--- config.mk ---
export PLATFORM = sky130hd
export DESIGN_NAME = hrs_home_return
export DESIGN_NICKNAME = d
export VERILOG_FILES = /design/src/hrs_pkg.sv /design/src/hrs_home_return.sv /design/src/hrs_dwell_timer.sv
export SDC_FILE = /design/constraint.sdc
export NUM_CORES = 1
export LEC_CHECK = 0
export BUFFER_PORTS_ARGS = -buffer_cell sky130_fd_sc_hd__buf_4
export CORE_MARGIN = 2
export CORE_UTILIZATION = 30
export CTS_CLUSTER_DIAMETER = 200
export DETAILED_ROUTE_END_ITERATION = 16
export GPL_ROUTABILITY_DRIVEN = 0
export PLACE_DENSITY = 0.54
export SYNTH_ARGS = -nofsm -noshare
export SYNTH_HDL_FRONTEND = slang
export SYNTH_HIERARCHICAL = 1
export SYNTH_SLANG_ARGS = --single-unit
--- constraint.sdc ---
create_clock -name clk_sys -period 3.5 [get_ports clk_sys]
set_input_delay 0 -clock clk_sys [delete_from_list [all_inputs] [get_ports clk_sys]]
set_output_delay 0 -clock clk_sys [all_outputs]
set_load 0.02 [all_outputs]
--- src/hrs_pkg.sv ---
// Package with constants and types for the home return sequencer
package hrs_pkg;
   // Homing methods
   localparam logic [3:0] METH_DOG1 = 4'h0;
   localparam logic [3:0] METH_CNT1 = 4'h1;
   localparam logic [3:0] METH_DSET1 = 4'h2;
   localparam logic [3:0] METH_DSET2 = 4'h3;
   localparam logic [3:0] METH_DOG2 = 4'h4;
   localparam logic [3:0] METH_CNT2 = 4'h5;
   localparam logic [3:0] METH_CNT3 = 4'h6;
   localparam logic [3:0] METH_CRADLE = 4'h7;
   localparam logic [3:0] METH_STOP1 = 4'h8;
   localparam logic [3:0] METH_STOP2 = 4'h9;
   localparam logic [3:0] METH_LIMIT = 4'ha;
   // Error codes
   localparam logic [7:0] ERR_NONE = 8'h00;
   localparam logic [7:0] ERR_NOT_HOMED = 8'h79;
   localparam logic [7:0] ERR_NO_ZPHASE = 8'h01;
   localparam logic [7:0] ERR_SPEED = 8'h02;
   // Creep torque limit, percent
   localparam logic [9:0] TQ_MIN = 10'h001;
   localparam logic [9:0] TQ_MAX = 10'h3e8;
   localparam logic [9:0] TQ_DEFAULT = 10'h12c;
   // Speed limits, normal and tenfold rotary mode
   localparam logic [31:0] SPD_MIN = 32'h00000001;
   localparam logic [31:0] SPD_MAX = 32'h00989680;
   localparam logic [31:0] SPD_MAX_X10 = 32'h7fffffff;
   // Reset values
   localparam logic [31:0] POS_RESET = 32'h00000000;
   localparam logic [5:0] PB_RESET = 6'h01;
   localparam logic FLAG_RESET = 1'b1;
   // Dwell timing
   localparam int CLK_PERIOD_NS = 5;
   localparam int DWELL_UNIT_NS = 1000000;
   localparam int CYC_PER_MS_DEF = (DWELL_UNIT_NS + CLK_PERIOD_NS - 1) / CLK_PERIOD_NS;

   typedef struct packed {
      logic [3:0] method;
      logic dir;
      logic [31:0] home_addr;
      logic [31:0] home_speed;
      logic [31:0] creep_speed;
      logic [31:0] dog_travel;
      logic [5:0] param_block;
      logic retry_en;
      logic [12:0] dwell_ms;
      logic [31:0] shift_amt;
      logic shift_creep;
      logic [9:0] creep_tq;
      logic inhibit_prog;
      logic deg_x10;
      logic zpass_opt;
   } hrs_cfg_t;

   typedef struct packed {
      logic run;
      logic dir;
      logic [31:0] speed;
   } hrs_motion_t;
endpackage

--- src/hrs_home_return.sv ---
// Home return sequencer for one servo axis
// Behaviour
// (RULE1) On completion load the home address into the current position.
// (RULE2) After dog on, drop from homing speed to creep speed until stopping.
// (RULE3) Count type: travel set distance after dog, then home on first zero pulse.
// (RULE4) Software sets post-dog travel larger than the deceleration distance.
// (RULE5) Motor must have crossed the zero phase before homing is commanded.
// (RULE6) Dog or count start-to-stop distance must exceed one motor revolution.
// (RULE7) Data-set homing on absolute systems needs a prior zero-phase pass.
// (RULE8) Option bit set allows homing without a prior zero-pulse crossing.
// (RULE9) Configured parameter block selects the ramp and limit settings used.
// (RULE10) With retry enabled, dwell for the set time at each reversal.
// (RULE11) Retry only for dog, count and dog-cradle methods.
// (RULE12) Shift by signed amount from zero pulse: positive up, negative down.
// (RULE13) Nonzero shift runs at homing or creep speed by one select bit.
// (RULE14) Shift only for dog, count, dog-cradle and limit-combined methods.
// (RULE15) Stopper homing applies the creep torque limit while pressing.
// (RULE16) While homing is requested, a setting permits or refuses programs.
// (RULE17) Tenfold rotary mode accepts speeds up to 21474836.47 degree per minute.
// (RULE18) Software picks dog or count type for non-absolute amplifiers.
// (RULE19) Software sets home address at the upper or lower stroke limit.
// (RULE20) Refused program with homing pending raises error 121 and does not start.
// (RULE21) Creep torque limit accepts 1 to 1000 percent, defaulting to 300.
`timescale 1ns/1ps
module hrs_home_return
   import hrs_pkg::*;
#(
   parameter int CYC_PER_MS = CYC_PER_MS_DEF
) (
   input wire logic clk_sys,
   input wire logic nrst,
   input wire logic ce,
   input wire hrs_cfg_t cfg,
   input wire logic home_start,
   input wire logic dog_in,
   input wire logic limit_in,
   input wire logic zero_pulse,
   input wire logic stall_in,
   input wire logic step_in,
   input wire logic step_dir,
   input wire logic req_set,
   input wire logic prog_start,
   input wire logic prog_is_homing,
   output hrs_motion_t motion,
   output logic [5:0] param_block_sel,
   output logic torque_lim_en,
   output logic [9:0] torque_lim,
   output logic [31:0] cur_pos,
   output logic homing_request_flag,
   output logic busy,
   output logic home_done,
   output logic prog_accept,
   output logic err_pulse,
   output logic [7:0] err_code
);
   typedef enum logic [3:0] {
      ST_IDLE, ST_APPROACH, ST_CREEP, ST_DOG_TRAVEL, ST_SEEK_ZERO,
      ST_RETRY_DWELL, ST_RETRY_BACK, ST_SHIFT, ST_PRESS
   } hrs_state_t;

   function automatic logic hrs_retry_ok(input logic [3:0] m);
      hrs_retry_ok = (m == METH_DOG1) || (m == METH_DOG2) || (m == METH_CNT1) ||
                     (m == METH_CNT2) || (m == METH_CNT3) || (m == METH_CRADLE);
   endfunction

   function automatic logic hrs_shift_ok(input logic [3:0] m);
      hrs_shift_ok = hrs_retry_ok(m) || (m == METH_LIMIT);
   endfunction

   function automatic logic hrs_is_count(input logic [3:0] m);
      hrs_is_count = (m == METH_CNT1) || (m == METH_CNT2) || (m == METH_CNT3);
   endfunction

   function automatic logic hrs_spd_ok(input logic [31:0] v, input logic x10);
      hrs_spd_ok = (v >= SPD_MIN) && (v <= (x10 ? SPD_MAX_X10 : SPD_MAX));
   endfunction

   hrs_state_t state, next_state;
   hrs_cfg_t act, next_act;
   hrs_motion_t next_motion;
   logic [31:0] remain, next_remain;
   logic [31:0] next_cur_pos;
   logic retry_phase, next_retry_phase;
   logic dog_seen, next_dog_seen;
   logic zp_seen, next_zp_seen;
   logic dog_q, limit_q;
   logic next_flag, next_done, next_busy;
   logic next_tq_en;
   logic [9:0] next_tq;
   logic [5:0] next_pb;
   logic seq_err, next_seq_err;
   logic [7:0] seq_code, next_seq_code;
   logic gate_err, next_gate_err, next_accept;
   logic [7:0] next_err_code;
   logic dwell_start, dwell_done;
   logic dog_rise, dog_fall, limit_hit;
   logic finish;

   assign dog_rise = dog_in && !dog_q;
   assign dog_fall = !dog_in && dog_q;
   assign limit_hit = limit_in && !limit_q;

   hrs_dwell_timer #(.CYC_PER_MS(CYC_PER_MS)) u_dwell (
      .clk_sys(clk_sys),
      .nrst(nrst),
      .ce(ce),
      .start(dwell_start),
      .ms(act.dwell_ms),
      .done(dwell_done)
   );

   always_comb begin
      next_state = state;
      next_act = act;
      next_motion = motion;
      next_remain = remain;
      next_retry_phase = retry_phase;
      next_dog_seen = dog_seen;
      next_zp_seen = zp_seen || zero_pulse;
      next_cur_pos = cur_pos;
      next_tq_en = 1'b0;
      next_tq = torque_lim;
      next_pb = param_block_sel;
      next_seq_err = 1'b0;
      next_seq_code = seq_code;
      next_busy = busy;
      dwell_start = 1'b0;
      finish = 1'b0;
      if (step_in) begin
         next_cur_pos = step_dir ? cur_pos + 32'h1 : cur_pos - 32'h1;
         if (remain != 32'h0) begin
            next_remain = remain - 32'h1;
         end
      end
      case (state)
         ST_IDLE: begin
            next_motion.run = 1'b0;
            if (home_start) begin
               if (!hrs_spd_ok(cfg.home_speed, cfg.deg_x10) ||
                   !hrs_spd_ok(cfg.creep_speed, cfg.deg_x10)) begin // RULE17
                  next_seq_err = 1'b1;
                  next_seq_code = ERR_SPEED;
               end else if (!zp_seen && !cfg.zpass_opt) begin // RULE8
                  next_seq_err = 1'b1;
                  next_seq_code = ERR_NO_ZPHASE;
               end else begin
                  next_act = cfg;
                  if (cfg.creep_tq < TQ_MIN || cfg.creep_tq > TQ_MAX) begin
                     next_act.creep_tq = TQ_DEFAULT; // RULE21
                  end
                  next_pb = cfg.param_block; // RULE9
                  next_busy = 1'b1;
                  next_retry_phase = 1'b0;
                  next_dog_seen = 1'b0;
                  next_motion.dir = cfg.dir;
                  next_motion.speed = cfg.home_speed;
                  if (cfg.method == METH_DSET1 || cfg.method == METH_DSET2) begin
                     finish = 1'b1;
                  end else if (cfg.method == METH_STOP1 || cfg.method == METH_STOP2) begin
                     next_state = ST_PRESS;
                     next_motion.run = 1'b1;
                     next_motion.speed = cfg.creep_speed;
                  end else begin
                     next_state = ST_APPROACH;
                     next_motion.run = 1'b1;
                  end
               end
            end
         end
         ST_APPROACH: begin
            if (act.method == METH_LIMIT && limit_hit) begin
               next_state = ST_SEEK_ZERO;
               next_motion.dir = !act.dir;
               next_motion.speed = act.creep_speed;
            end else if (dog_rise) begin
               next_motion.speed = act.creep_speed; // RULE2
               if (hrs_is_count(act.method)) begin
                  next_state = ST_DOG_TRAVEL; // RULE3
                  next_remain = act.dog_travel;
               end else begin
                  next_state = ST_CREEP;
               end
            end else if (limit_hit && act.retry_en && hrs_retry_ok(act.method)) begin // RULE11
               next_state = ST_RETRY_DWELL; // RULE10
               next_retry_phase = 1'b0;
               next_motion.run = 1'b0;
               dwell_start = 1'b1;
            end
         end
         ST_RETRY_DWELL: begin
            next_motion.run = 1'b0;
            if (dwell_done) begin
               next_motion.run = 1'b1;
               next_motion.speed = act.home_speed;
               if (!retry_phase) begin
                  next_state = ST_RETRY_BACK;
                  next_motion.dir = !act.dir;
                  next_dog_seen = 1'b0;
               end else begin
                  next_state = ST_APPROACH;
                  next_motion.dir = act.dir;
               end
            end
         end
         ST_RETRY_BACK: begin
            if (dog_in) begin
               next_dog_seen = 1'b1;
            end
            if (dog_fall && dog_seen) begin
               next_state = ST_RETRY_DWELL; // RULE10
               next_retry_phase = 1'b1;
               next_motion.run = 1'b0;
               dwell_start = 1'b1;
            end
         end
         ST_CREEP: begin
            next_motion.speed = act.creep_speed; // RULE2
            if (dog_fall) begin
               next_state = ST_SEEK_ZERO;
            end
         end
         ST_DOG_TRAVEL: begin
            next_motion.speed = act.creep_speed;
            if (remain == 32'h0) begin
               next_state = ST_SEEK_ZERO; // RULE3
            end
         end
         ST_SEEK_ZERO: begin
            next_motion.speed = act.creep_speed;
            if (zero_pulse) begin
               if (act.shift_amt != 32'h0 && hrs_shift_ok(act.method)) begin // RULE14
                  next_state = ST_SHIFT;
                  next_motion.dir = !act.shift_amt[31]; // RULE12
                  next_remain = act.shift_amt[31] ? 32'h0 - act.shift_amt : act.shift_amt;
                  next_motion.speed = act.shift_creep ? act.creep_speed
                                                      : act.home_speed; // RULE13
               end else begin
                  finish = 1'b1;
               end
            end
         end
         ST_SHIFT: begin
            if (remain == 32'h0) begin
               finish = 1'b1; // RULE12
            end
         end
         ST_PRESS: begin
            next_tq_en = 1'b1; // RULE15
            next_tq = act.creep_tq;
            if (stall_in) begin
               finish = 1'b1;
            end
         end
         default: begin
            next_state = ST_IDLE;
         end
      endcase
      if (finish) begin
         next_state = ST_IDLE;
         next_motion.run = 1'b0;
         next_tq_en = 1'b0;
         next_busy = 1'b0;
         next_cur_pos = act.method == METH_DSET1 || act.method == METH_DSET2 ||
                        state == ST_IDLE ? cfg.home_addr : act.home_addr; // RULE1
      end
      next_done = finish;
      next_flag = req_set || (homing_request_flag && !finish);
   end

   always_ff @(posedge clk_sys) begin
      if (!nrst) begin
         state <= ST_IDLE;
         act <= '0;
         motion <= '0;
         remain <= 32'h0;
         retry_phase <= 1'b0;
         dog_seen <= 1'b0;
         zp_seen <= 1'b0;
         dog_q <= 1'b0;
         limit_q <= 1'b0;
         cur_pos <= POS_RESET;
         torque_lim_en <= 1'b0;
         torque_lim <= TQ_DEFAULT;
         param_block_sel <= PB_RESET;
         homing_request_flag <= FLAG_RESET;
         busy <= 1'b0;
         home_done <= 1'b0;
         seq_err <= 1'b0;
         seq_code <= ERR_NONE;
      end else if (ce) begin
         state <= next_state;
         act <= next_act;
         motion <= next_motion;
         remain <= next_remain;
         retry_phase <= next_retry_phase;
         dog_seen <= next_dog_seen;
         zp_seen <= next_zp_seen;
         dog_q <= dog_in;
         limit_q <= limit_in;
         cur_pos <= next_cur_pos;
         torque_lim_en <= next_tq_en;
         torque_lim <= next_tq;
         param_block_sel <= next_pb;
         homing_request_flag <= next_flag;
         busy <= next_busy;
         home_done <= next_done;
         seq_err <= next_seq_err;
         seq_code <= next_seq_code;
      end
   end

   // Program start gate
   always_comb begin
      next_accept = 1'b0;
      next_gate_err = 1'b0;
      next_err_code = seq_err ? seq_code : err_code;
      if (prog_start) begin
         if (cfg.inhibit_prog && homing_request_flag && !prog_is_homing) begin // RULE16
            next_gate_err = 1'b1; // RULE20
            next_err_code = ERR_NOT_HOMED;
         end else begin
            next_accept = 1'b1;
         end
      end
   end

   always_ff @(posedge clk_sys) begin
      if (!nrst) begin
         prog_accept <= 1'b0;
         gate_err <= 1'b0;
         err_code <= ERR_NONE;
      end else if (ce) begin
         prog_accept <= next_accept;
         gate_err <= next_gate_err;
         err_code <= next_err_code;
      end
   end

   assign err_pulse = gate_err || seq_err;

   home_load_a: assert property (@(posedge clk_sys) disable iff (!nrst)
      home_done && $past(ce) && !$past(act.method == METH_DSET1 || act.method == METH_DSET2)
      |-> cur_pos == act.home_addr) else $error("home address not loaded"); // RULE1
   creep_speed_a: assert property (@(posedge clk_sys) disable iff (!nrst)
      ce && state == ST_APPROACH && dog_rise && !limit_hit
      |=> motion.speed == act.creep_speed) else $error("no creep after dog"); // RULE2
   count_travel_a: assert property (@(posedge clk_sys) disable iff (!nrst)
      state == ST_DOG_TRAVEL && remain != 32'h0 |=> state != ST_SEEK_ZERO)
      else $error("zero seek before travel done"); // RULE3
   zpass_gate_a: assert property (@(posedge clk_sys) disable iff (!nrst)
      ce && state == ST_IDLE && home_start && !zp_seen && !cfg.zpass_opt
      |=> state == ST_IDLE && seq_err) else $error("homing without zero pass"); // RULE8
   pblock_sel_a: assert property (@(posedge clk_sys) disable iff (!nrst)
      busy |-> param_block_sel == act.param_block) else $error("wrong parameter block"); // RULE9
   retry_method_a: assert property (@(posedge clk_sys) disable iff (!nrst)
      state == ST_RETRY_DWELL |-> hrs_retry_ok(act.method) && !motion.run)
      else $error("retry dwell misuse"); // RULE11
   shift_dir_a: assert property (@(posedge clk_sys) disable iff (!nrst)
      state == ST_SHIFT |-> motion.dir == !act.shift_amt[31] && hrs_shift_ok(act.method))
      else $error("shift direction wrong"); // RULE12
   torque_stop_a: assert property (@(posedge clk_sys) disable iff (!nrst)
      torque_lim_en |-> $past(state) == ST_PRESS && torque_lim >= TQ_MIN &&
      torque_lim <= TQ_MAX) else $error("torque limit misuse"); // RULE15
   prog_refuse_a: assert property (@(posedge clk_sys) disable iff (!nrst)
      ce && prog_start && cfg.inhibit_prog && homing_request_flag && !prog_is_homing
      |=> err_pulse && err_code == ERR_NOT_HOMED && !prog_accept)
      else $error("program not refused"); // RULE20
   flag_set_a: assert property (@(posedge clk_sys) disable iff (!nrst)
      ce && req_set |=> homing_request_flag) else $error("request flag set lost"); // RULE16
endmodule

--- src/hrs_dwell_timer.sv ---
// Millisecond dwell timer for reversal stops
`timescale 1ns/1ps
module hrs_dwell_timer
   import hrs_pkg::*;
#(
   parameter int CYC_PER_MS = CYC_PER_MS_DEF
) (
   input wire logic clk_sys,
   input wire logic nrst,
   input wire logic ce,
   input wire logic start,
   input wire logic [12:0] ms,
   output logic done
);
   logic [17:0] cyc;
   logic [12:0] left;
   logic [17:0] next_cyc;
   logic [12:0] next_left;
   localparam logic [17:0] CYC_LAST = 18'(CYC_PER_MS - 1);

   always_comb begin
      next_cyc = cyc;
      next_left = left;
      if (start) begin
         next_cyc = 18'h0;
         next_left = ms;
      end else if (left != 13'h0) begin
         if (cyc == CYC_LAST) begin
            next_cyc = 18'h0;
            next_left = left - 13'h1;
         end else begin
            next_cyc = cyc + 18'h1;
         end
      end
   end

   always_ff @(posedge clk_sys) begin
      if (!nrst) begin
         cyc <= 18'h0;
         left <= 13'h0;
      end else if (ce) begin
         cyc <= next_cyc;
         left <= next_left;
      end
   end

   assign done = (left == 13'h0) && !start;
endmodule

==> impl_metrics.ini, run 1 <==
[outcome]
run_status = complete, no violations

[pwr]
power.density_mw_per_mm2 = 387.3
combinationalPowerShare = 0.154
seq_power_share = 0.401
share_clk_of_total_power = 0.444
p_leak_nw = 10.53
switching_power_mw = 2.865
sw_frac_of_total = 0.2675
cellInternalPower_mw = 7.842
max-vdd-ir-drop_mv = 0.2772
total_power_mw = 10.71

[route]
antenna_violating_nets_post_route = 0
totalWireLength_mm = 71.42
detailedRoute.firstPassIterationCount = 5
met2_length_mm = 34.14
wire_per_inst_um = 18.04
route.detailed.drc = 0
routed.top_layer = met4
first_iter_violations = 1244
route.met3.wl_mm = 3.768
routed_metal_1_wirelength_mm = 31.35
avgViaCountPerCell = 5.230
vias = 20699

[critical_path]
worst-r2r-cell-count = 14
buffer_and_inverter_count_on_the_worst_path = 5
critPathRequiredTime_ns = 3.99
cpMaxStageDelayCell = sky130_fd_sc_hd__or4_4
worst_setup_path_end_kind = register
cp.arrival_ns = 3.89
max_stage_delay_ns = 0.53
setup.worst_path.class = register to register
cp_top_family = simple AND/OR/NAND/NOR gates
critical_path_depth = 14
cp_cell_sequence = or4_4 -> or3_4 -> or3_4 -> buf_4 -> nor4_4 -> buf_4 -> a21oi_2 -> buf_4 -> nor2b_1 -> o21ai_4 -> buf_12 -> clkbuf_16 -> a222oi_1 -> a211oi_1
worst_path_most_repeated_cell = sky130_fd_sc_hd__buf_4
timing.critical_path.fanout_max = 16
startpoint_class_of_the_critical_path = register

[clock_tree]
clock_pin_slew_reported_for_the_worst_setup_and_hold_paths_after_clock_tree_synthesis_ns = 0.06
clock-sinks = 361
cts_max_path_buffers = 3
cts_root_buf = sky130_fd_sc_hd__clkbuf_16
htree_num_levels = 2
cts_tree = yes
clock_latency_ns = 0.59
cts_inserted_buffers = 45

[finish]
fin_nets = 3359
layout_cells_sized_above_1 = 0.1948
final_util = 0.4281
layoutNonFillerInstCount = 3958
layout-area-overhead-vs-synth_pct = 40.99
postLayoutCellArea_mm2 = 0.02765

[placement]
dpl.cell_count = 3641
dpl.hpwl_mm = 48.72
placedInstanceArea_mm2 = 0.02357
io_buffer_count = 307

[timing]
final_max_slew_viol_count = 0
setup_viol = 0
fmax_ghz = 0.2935
finClkSkew_ns = 0.02391
period_share = 0.9734
slew-limit-headroom = 0.4344
finalHoldViolCount = 0
post_layout_minimum_cycle_time_ns = 3.407
tightest_slew_ns = 0.8484

[flow_run]
drv.max_cap_violation_count = 0

[floorplan]
die-width_um = 259.7
die_h_um = 259.7
floorplan.initialDensity = 0.3036
io_pins = 308
rows = 93
die_area_mm2 = 0.06742
core_area_mm2 = 0.06458

[synthesis]
yosys_most_used_dff = sky130_fd_sc_hd__dfxtp_1
synth_seq_cells = 361
yosys_warnings = 6
async_flop_share = 0
synth_top_area_share = 0.3686
total_standard_cell_area_after_synthesis_mm2 = 0.01961
synth_edf_count = 0
synth.area.top_cells = sky130_fd_sc_hd__dfxtp_1, sky130_fd_sc_hd__nand2_1, sky130_fd_sc_hd__a21oi_1
post_synthesis_area_per_instance_um2 = 7.732
synth_cell_type_count = 85
yosys.area.top_type = sky130_fd_sc_hd__dfxtp_1
syn_inst_count = 2536
syn_nets = 2830
ys_seq_area_frac = 0.3686

[global_routing]
via_count_of_the_first_global_routing_pass = 20065
grt_pass1_wl_mm = 108.7
groute.usage.overall = 0.1993
largest_net_degree_at_the_start_of_global_routing = 78
grt_antenna_before_repair = 3
grt_overflow_total = 0

[worst_hold_path]
worst_hold_path_type = input port to register
min_delay_path_depth = 4
==> path summary, 6_finish.rpt <==
path,startpoint,end,slack (ns)
setup / recovery,act[24],motion[19],0.09
hold / removal,cfg[125],motion[27],0.03
setup reg to reg,act[24],motion[19],0.09
hold reg to reg,act[172],act[172],0.45
==> area by class of cell <==
| type | instances | area [um2] |
|---|---|---|
| diodes | 3 | 7.507 |
| clock inverters | 18 | 180.2 |
| multi-input cells | 1961 | 11770 |
| clock buffers | 64 | 1318 |
| well taps | 855 | 1070 |
| repair buffers | 645 | 5872 |
| flip-flops and latches | 361 | 7228 |
| inverters | 51 | 206.4 |
| fillers | 6493 | 36930 |
==> kinds of logic (layout without fill, tap and decap cells) <==
kind of cell,count (synthesis),in the layout,share of synthesized area
AND/OR/NAND/NOR,989,989,0.2251
AO/OA/AOI/OAI,728,728,0.2293
flip-flops,361,361,0.3686
buffers and inverters,214,778,0.04467
adder cells (fa/ha/maj),82,82,0.05271
XOR/XNOR,82,82,0.03663
multiplexers,80,80,0.04301
other,0,3,0
==> metrics by stage <==
step	hold WS, ns	worst slack, ns	setup TNS [ns]
2_1_floorplan	0.1242	-0.2055	-25.53
3_3_place_gp	0.2198	-0.1630	-10.67
3_5_place_dp	0.2358	-0.1852	-17.07
4_1_cts	0.001999	0.007035	0
5_1_grt	0.02824	-0.003305	-0.008668
6_report	0.02683	0.09307	0
==> worst min-delay path, delay by kind of cell <==
kind,cells,cell delay (ns)
buf+inv,1,0.10
mux,1,0.14
compound gates,2,0.32
==> synth_stat cells, types with 5 or more instances <==
library cell and instances:
sky130_fd_sc_hd__o211ai_1 54, sky130_fd_sc_hd__o22ai_1 7, sky130_fd_sc_hd__inv_1 50, sky130_fd_sc_hd__nand3_1 53, sky130_fd_sc_hd__a31oi_1 8, sky130_fd_sc_hd__mux2_2 34
sky130_fd_sc_hd__and4_1 7, sky130_fd_sc_hd__nor2b_1 12, sky130_fd_sc_hd__mux2i_1 46, sky130_fd_sc_hd__nand2_1 573, sky130_fd_sc_hd__or4_1 15, sky130_fd_sc_hd__a21oi_1 328
sky130_fd_sc_hd__o21ai_0 122, sky130_fd_sc_hd__a22oi_1 15, sky130_fd_sc_hd__nor2_1 137, sky130_fd_sc_hd__or3_1 16, sky130_fd_sc_hd__nor4_1 37, sky130_fd_sc_hd__or2_2 6
sky130_fd_sc_hd__nand4_1 18, sky130_fd_sc_hd__buf_1 5, sky130_fd_sc_hd__nand2b_1 20, sky130_fd_sc_hd__o21ai_1 11, sky130_fd_sc_hd__o21a_1 5, sky130_fd_sc_hd__o31ai_1 17
sky130_fd_sc_hd__xor2_1 41, sky130_fd_sc_hd__o221ai_1 6, sky130_fd_sc_hd__dfxtp_1 361, sky130_fd_sc_hd__a21o_1 26, sky130_fd_sc_hd__a311oi_1 16, sky130_fd_sc_hd__nor3_1 46
sky130_fd_sc_hd__nor4b_1 6, sky130_fd_sc_hd__nor3b_1 5, sky130_fd_sc_hd__xnor2_1 41, sky130_fd_sc_hd__a211oi_1 36, sky130_fd_sc_hd__ha_1 81, sky130_fd_sc_hd__buf_2 28
sky130_fd_sc_hd__and3_1 12, sky130_fd_sc_hd__a222oi_1 21, sky130_fd_sc_hd__clkbuf_1 123
==> cells in the final DEF (no fill, tap or decap), types with 10 or more instances in the layout <==
master | netlist | final
sky130_fd_sc_hd__nor3_1 | 46 | 41
sky130_fd_sc_hd__or4_1 | 15 | 14
sky130_fd_sc_hd__a211oi_1 | 36 | 35
sky130_fd_sc_hd__dlygate4sd3_1 | 0 | 216
sky130_fd_sc_hd__nand2b_1 | 20 | 20
sky130_fd_sc_hd__clkbuf_16 | 0 | 52
sky130_fd_sc_hd__a22oi_1 | 15 | 15
sky130_fd_sc_hd__and3_1 | 12 | 12
sky130_fd_sc_hd__mux2_2 | 34 | 34
sky130_fd_sc_hd__o21ai_0 | 122 | 120
sky130_fd_sc_hd__nand3_1 | 53 | 52
sky130_fd_sc_hd__nor2b_1 | 12 | 12
sky130_fd_sc_hd__xnor2_1 | 41 | 41
sky130_fd_sc_hd__a311oi_1 | 16 | 13
sky130_fd_sc_hd__mux2i_1 | 46 | 46
sky130_fd_sc_hd__buf_4 | 4 | 392
sky130_fd_sc_hd__a21oi_1 | 328 | 326
sky130_fd_sc_hd__nor4_1 | 37 | 36
sky130_fd_sc_hd__inv_1 | 50 | 48
sky130_fd_sc_hd__clkinv_2 | 0 | 10
sky130_fd_sc_hd__ha_1 | 81 | 77
sky130_fd_sc_hd__nand2_1 | 573 | 571
sky130_fd_sc_hd__nand4_1 | 18 | 18
sky130_fd_sc_hd__o31ai_1 | 17 | 17
sky130_fd_sc_hd__buf_12 | 0 | 29
sky130_fd_sc_hd__a222oi_1 | 21 | 21
sky130_fd_sc_hd__or3_1 | 16 | 13
sky130_fd_sc_hd__a21o_1 | 26 | 26
sky130_fd_sc_hd__nor2_1 | 137 | 137
sky130_fd_sc_hd__o211ai_1 | 54 | 54
sky130_fd_sc_hd__xor2_1 | 41 | 41
sky130_fd_sc_hd__o21ai_1 | 11 | 12
sky130_fd_sc_hd__clkbuf_8 | 0 | 12
sky130_fd_sc_hd__dfxtp_1 | 361 | 360
==> flip-flops by register name, indices dropped and copies added (netlist names) <==
name / cells
act: 190
motion: 34
cur_pos: 32
remain: 32
u_dwell/cyc: 18
u_dwell/left: 13
torque_lim: 10
err_code: 8
param_block_sel: 6
state: 4
seq_code: 2
busy: 1
dog_q: 1
dog_seen: 1
gate_err: 1
home_done: 1
homing_request_flag: 1
limit_q: 1
prog_accept: 1
retry_phase: 1
seq_err: 1
torque_lim_en: 1
zp_seen: 1
==> per-layer routing <==
| layer | vias to the layer above | global-route usage |
|---|---|---|
| li1 | 10121 | - |
| met2 | 611 | 0.3372 |
| met5 | - | 0 |
| met3 | 129 | 0.02992 |
| met4 | 0 | 0.06801 |
| met1 | 9838 | 0.2579 |
==> power groups by stage <==
stage | logic (mW) | clock network [mW] | registers [mW]
after floorplan | 0.759 | 0 | 4.40
after global placement | 1.38 | 0 | 4.38
after detailed placement | 1.41 | 0 | 4.38
after CTS | 1.61 | 4.89 | 4.29
after global routing | 1.80 | 5.05 | 4.30
final | 1.65 | 4.76 | 4.29
==> repair_timing <==
action	CTS	global route
buffers inserted	0	9
resized for setup	2	27
gates cloned	0	7
hold buffers	216	0
hold endpoints to repair	267	0
pin swaps	1	14
setup endpoints to repair	2	104
Note: power is estimated with default switching activity, not from simulation.
==> inputs of run 2 (changes only) <==
- CORE_ASPECT_RATIO: not set -> 1.1
==> run 2 against run 1 <==
Against the previous run:
- global-route usage about the same
- total power down 0.54%
- worst setup slack better by 0.036 ns
- first-iteration DRC count down 2.1%
- via count down 0.47%
- hold slack worse by 0.0020 ns
- clock power down 0.8%
- flip-flop and latch count unchanged
- design area down 0.90%
- critical path type unchanged
- largest cell class unchanged
- largest power group unchanged
==> impl_metrics.ini, run 2 (synthesis results as in run 1) <==
[timing]
setup_viol = 0
post_layout_minimum_cycle_time_ns = 3.371
timing.final.ws_setup_ns = 0.1289
finClkSkew_ns = 0.01914
finalHoldViolCount = 0
slew-limit-headroom = 0.4525
tightest_slew_ns = 0.8213
fmax_ghz = 0.2966
period_share = 0.9632
final_max_slew_viol_count = 0

[pwr]
p_leak_nw = 10.43
max-vdd-ir-drop_mv = 0.2686
cellInternalPower_mw = 7.813
seq_power_share = 0.403
sw_frac_of_total = 0.2664
combinationalPowerShare = 0.153
share_clk_of_total_power = 0.444
power.density_mw_per_mm2 = 388.7
switching_power_mw = 2.837

[flow_run]
drv.max_cap_violation_count = 0

[finish]
layout_common_cells = sky130_fd_sc_hd__nand2_1, sky130_fd_sc_hd__buf_4, sky130_fd_sc_hd__dfxtp_1, sky130_fd_sc_hd__a21oi_1, sky130_fd_sc_hd__dlygate4sd3_1
layout_cells_sized_above_1 = 0.1946
mostFrequentLayoutCell = sky130_fd_sc_hd__nand2_1
fin_nets = 3346
multiInputGateArea_mm2 = 0.01179
layoutNonFillerInstCount = 3940
postLayoutCellArea_mm2 = 0.02740
layout-area-overhead-vs-synth_pct = 39.71
largest_register = act
largest_reg_flops = 190
fillCellCount = 6333
final_util = 0.4224
ff_latch_area_mm2 = 0.007228
biggestRegsByFlops = act: 190 flops, motion: 34 flops

[global_routing]
largest_net_degree_at_the_start_of_global_routing = 122
grt_pass1_wl_mm = 108.9
groute.usage.overall = 0.1997
via_count_of_the_first_global_routing_pass = 20126
grt_overflow_total = 0
grt_antenna_before_repair = 5

[critical_path]
cp.arrival_ns = 3.87
critPathRequiredTime_ns = 4.00
setup.worst_path.class = register to register
buffer_and_inverter_count_on_the_worst_path = 4
startpoint_class_of_the_critical_path = register
timing.critical_path.fanout_max = 7
cp_top_family = simple AND/OR/NAND/NOR gates
r2r_setup_slack_ns = 0.13
cp_cell_sequence = or4_4 -> or3_4 -> or3_4 -> or3_4 -> nor4_4 -> buf_4 -> a311oi_4 -> buf_4 -> o31ai_4 -> buf_12 -> buf_12 -> mux2i_1 -> nor2_1 -> nor3_1
max_stage_delay_ns = 0.53
worst_setup_path_end_kind = register
cpMaxStageDelayCell = sky130_fd_sc_hd__or4_4
worst_path_most_repeated_cell = sky130_fd_sc_hd__or3_4

[route]
route.detailed.drc = 0
first_iter_violations = 1218
vias = 20602
detailedRoute.firstPassIterationCount = 9
avgViaCountPerCell = 5.229
totalWireLength_mm = 70.35
antenna_violating_nets_post_route = 0
wire_per_inst_um = 17.85

[floorplan]
floorplan.initialDensity = 0.3023
die_h_um = 272.1
core_area_mm2 = 0.06486
io_pins = 308
die_area_mm2 = 0.06743
rows = 98
die-width_um = 247.8

[clock_tree]
clock_pin_slew_reported_for_the_worst_setup_and_hold_paths_after_clock_tree_synthesis_ns = 0.06
cts_max_path_buffers = 3
clock-sinks = 361
cts_root_buf = sky130_fd_sc_hd__clkbuf_16
cts_tree = yes
clock_latency_ns = 0.58
cts_inserted_buffers = 45
htree_num_levels = 2

[placement]
placedInstanceArea_mm2 = 0.02344
dpl.cell_count = 3633
io_buffer_count = 307
dpl_worst_slack_ns = -0.3407
dpl.hpwl_mm = 48.71

[worst_hold_path]
worst_hold_path_type = input port to register

[outcome]
run_status = complete, no violations
run 2: changes by cell type in the layout (fill, tap and decap cells not counted), sizes merged:
cell | previous run | this run
diode | 3 | 2
buf | 422 | 419
clkbuf | 71 | 72
clkinvlp | 5 | 3
bufinv | 3 | 2
clkinv | 10 | 11
dlygate4sd3 | 216 | 208
run 2: final timing paths:
check / cells after the start / to / startpoint
worst min register to register: 2 / seq_code[0] / seq_code[0]
worst max-delay path: 14 / cur_pos[19] / act[24]
worst min-delay path: 4 / motion[25] / cfg[155]
worst max register to register: 14 / cur_pos[19] / act[24]
run 2: worst min-delay path, cell delays in order:
cell	delay, ns
sky130_fd_sc_hd__buf_4	0.11
sky130_fd_sc_hd__mux2_2	0.14
sky130_fd_sc_hd__a222oi_1	0.08
sky130_fd_sc_hd__a211oi_1	0.22
run 2: routing by layer:
layer	global-route usage	vias to the layer above	wire length, um
met4	0.05799	6	1673
li1	-	10102	-
met5	0	-	35
met2	0.3511	592	34750
met3	0.03133	118	3568
met1	0.2501	9784	30320
run 2: power by group through the flow:
stage	combinational [mW]	sequential, mW	clock (mW)
2_1_floorplan	0.759	4.40	0
3_3_place_gp	1.37	4.38	0
3_5_place_dp	1.40	4.38	0
4_1_cts	1.61	4.29	4.86
5_1_grt	1.78	4.30	5.01
6_report	1.63	4.29	4.72
run 2: through the flow:
stage / TNS (ns) / total power, mW / hold WS [ns]
2_1_floorplan: -25.53 / 5.163 / 0.1242
3_3_place_gp: -13.33 / 5.754 / 0.2179
3_5_place_dp: -17.16 / 5.785 / 0.2274
4_1_cts: 0 / 10.76 / 0.003692
5_1_grt: -0.01888 / 11.10 / 0.02823
6_report: 0 / 10.65 / 0.02483
run 2: layout make-up:
cell class                 count  area share
multi-input combinational   1961      0.4304
clock inverter                16    0.005389
inverter                      51    0.007536
antenna                        2   0.0001827
timing repair buffer         632      0.2045
tap                          850     0.03882
sequential                   361      0.2638
clock buffer                  67     0.04932
run 2: what timing repair did:
action / in CTS / in global routing
pin swaps: 2 / 9
setup endpoints to repair: 68 / 74
endpoints found under the hold margin: 269 / 0
cloned: 0 / 5
resized for setup: 9 / 23
hold buffers: 208 / 0
setup buffers: 1 / 8
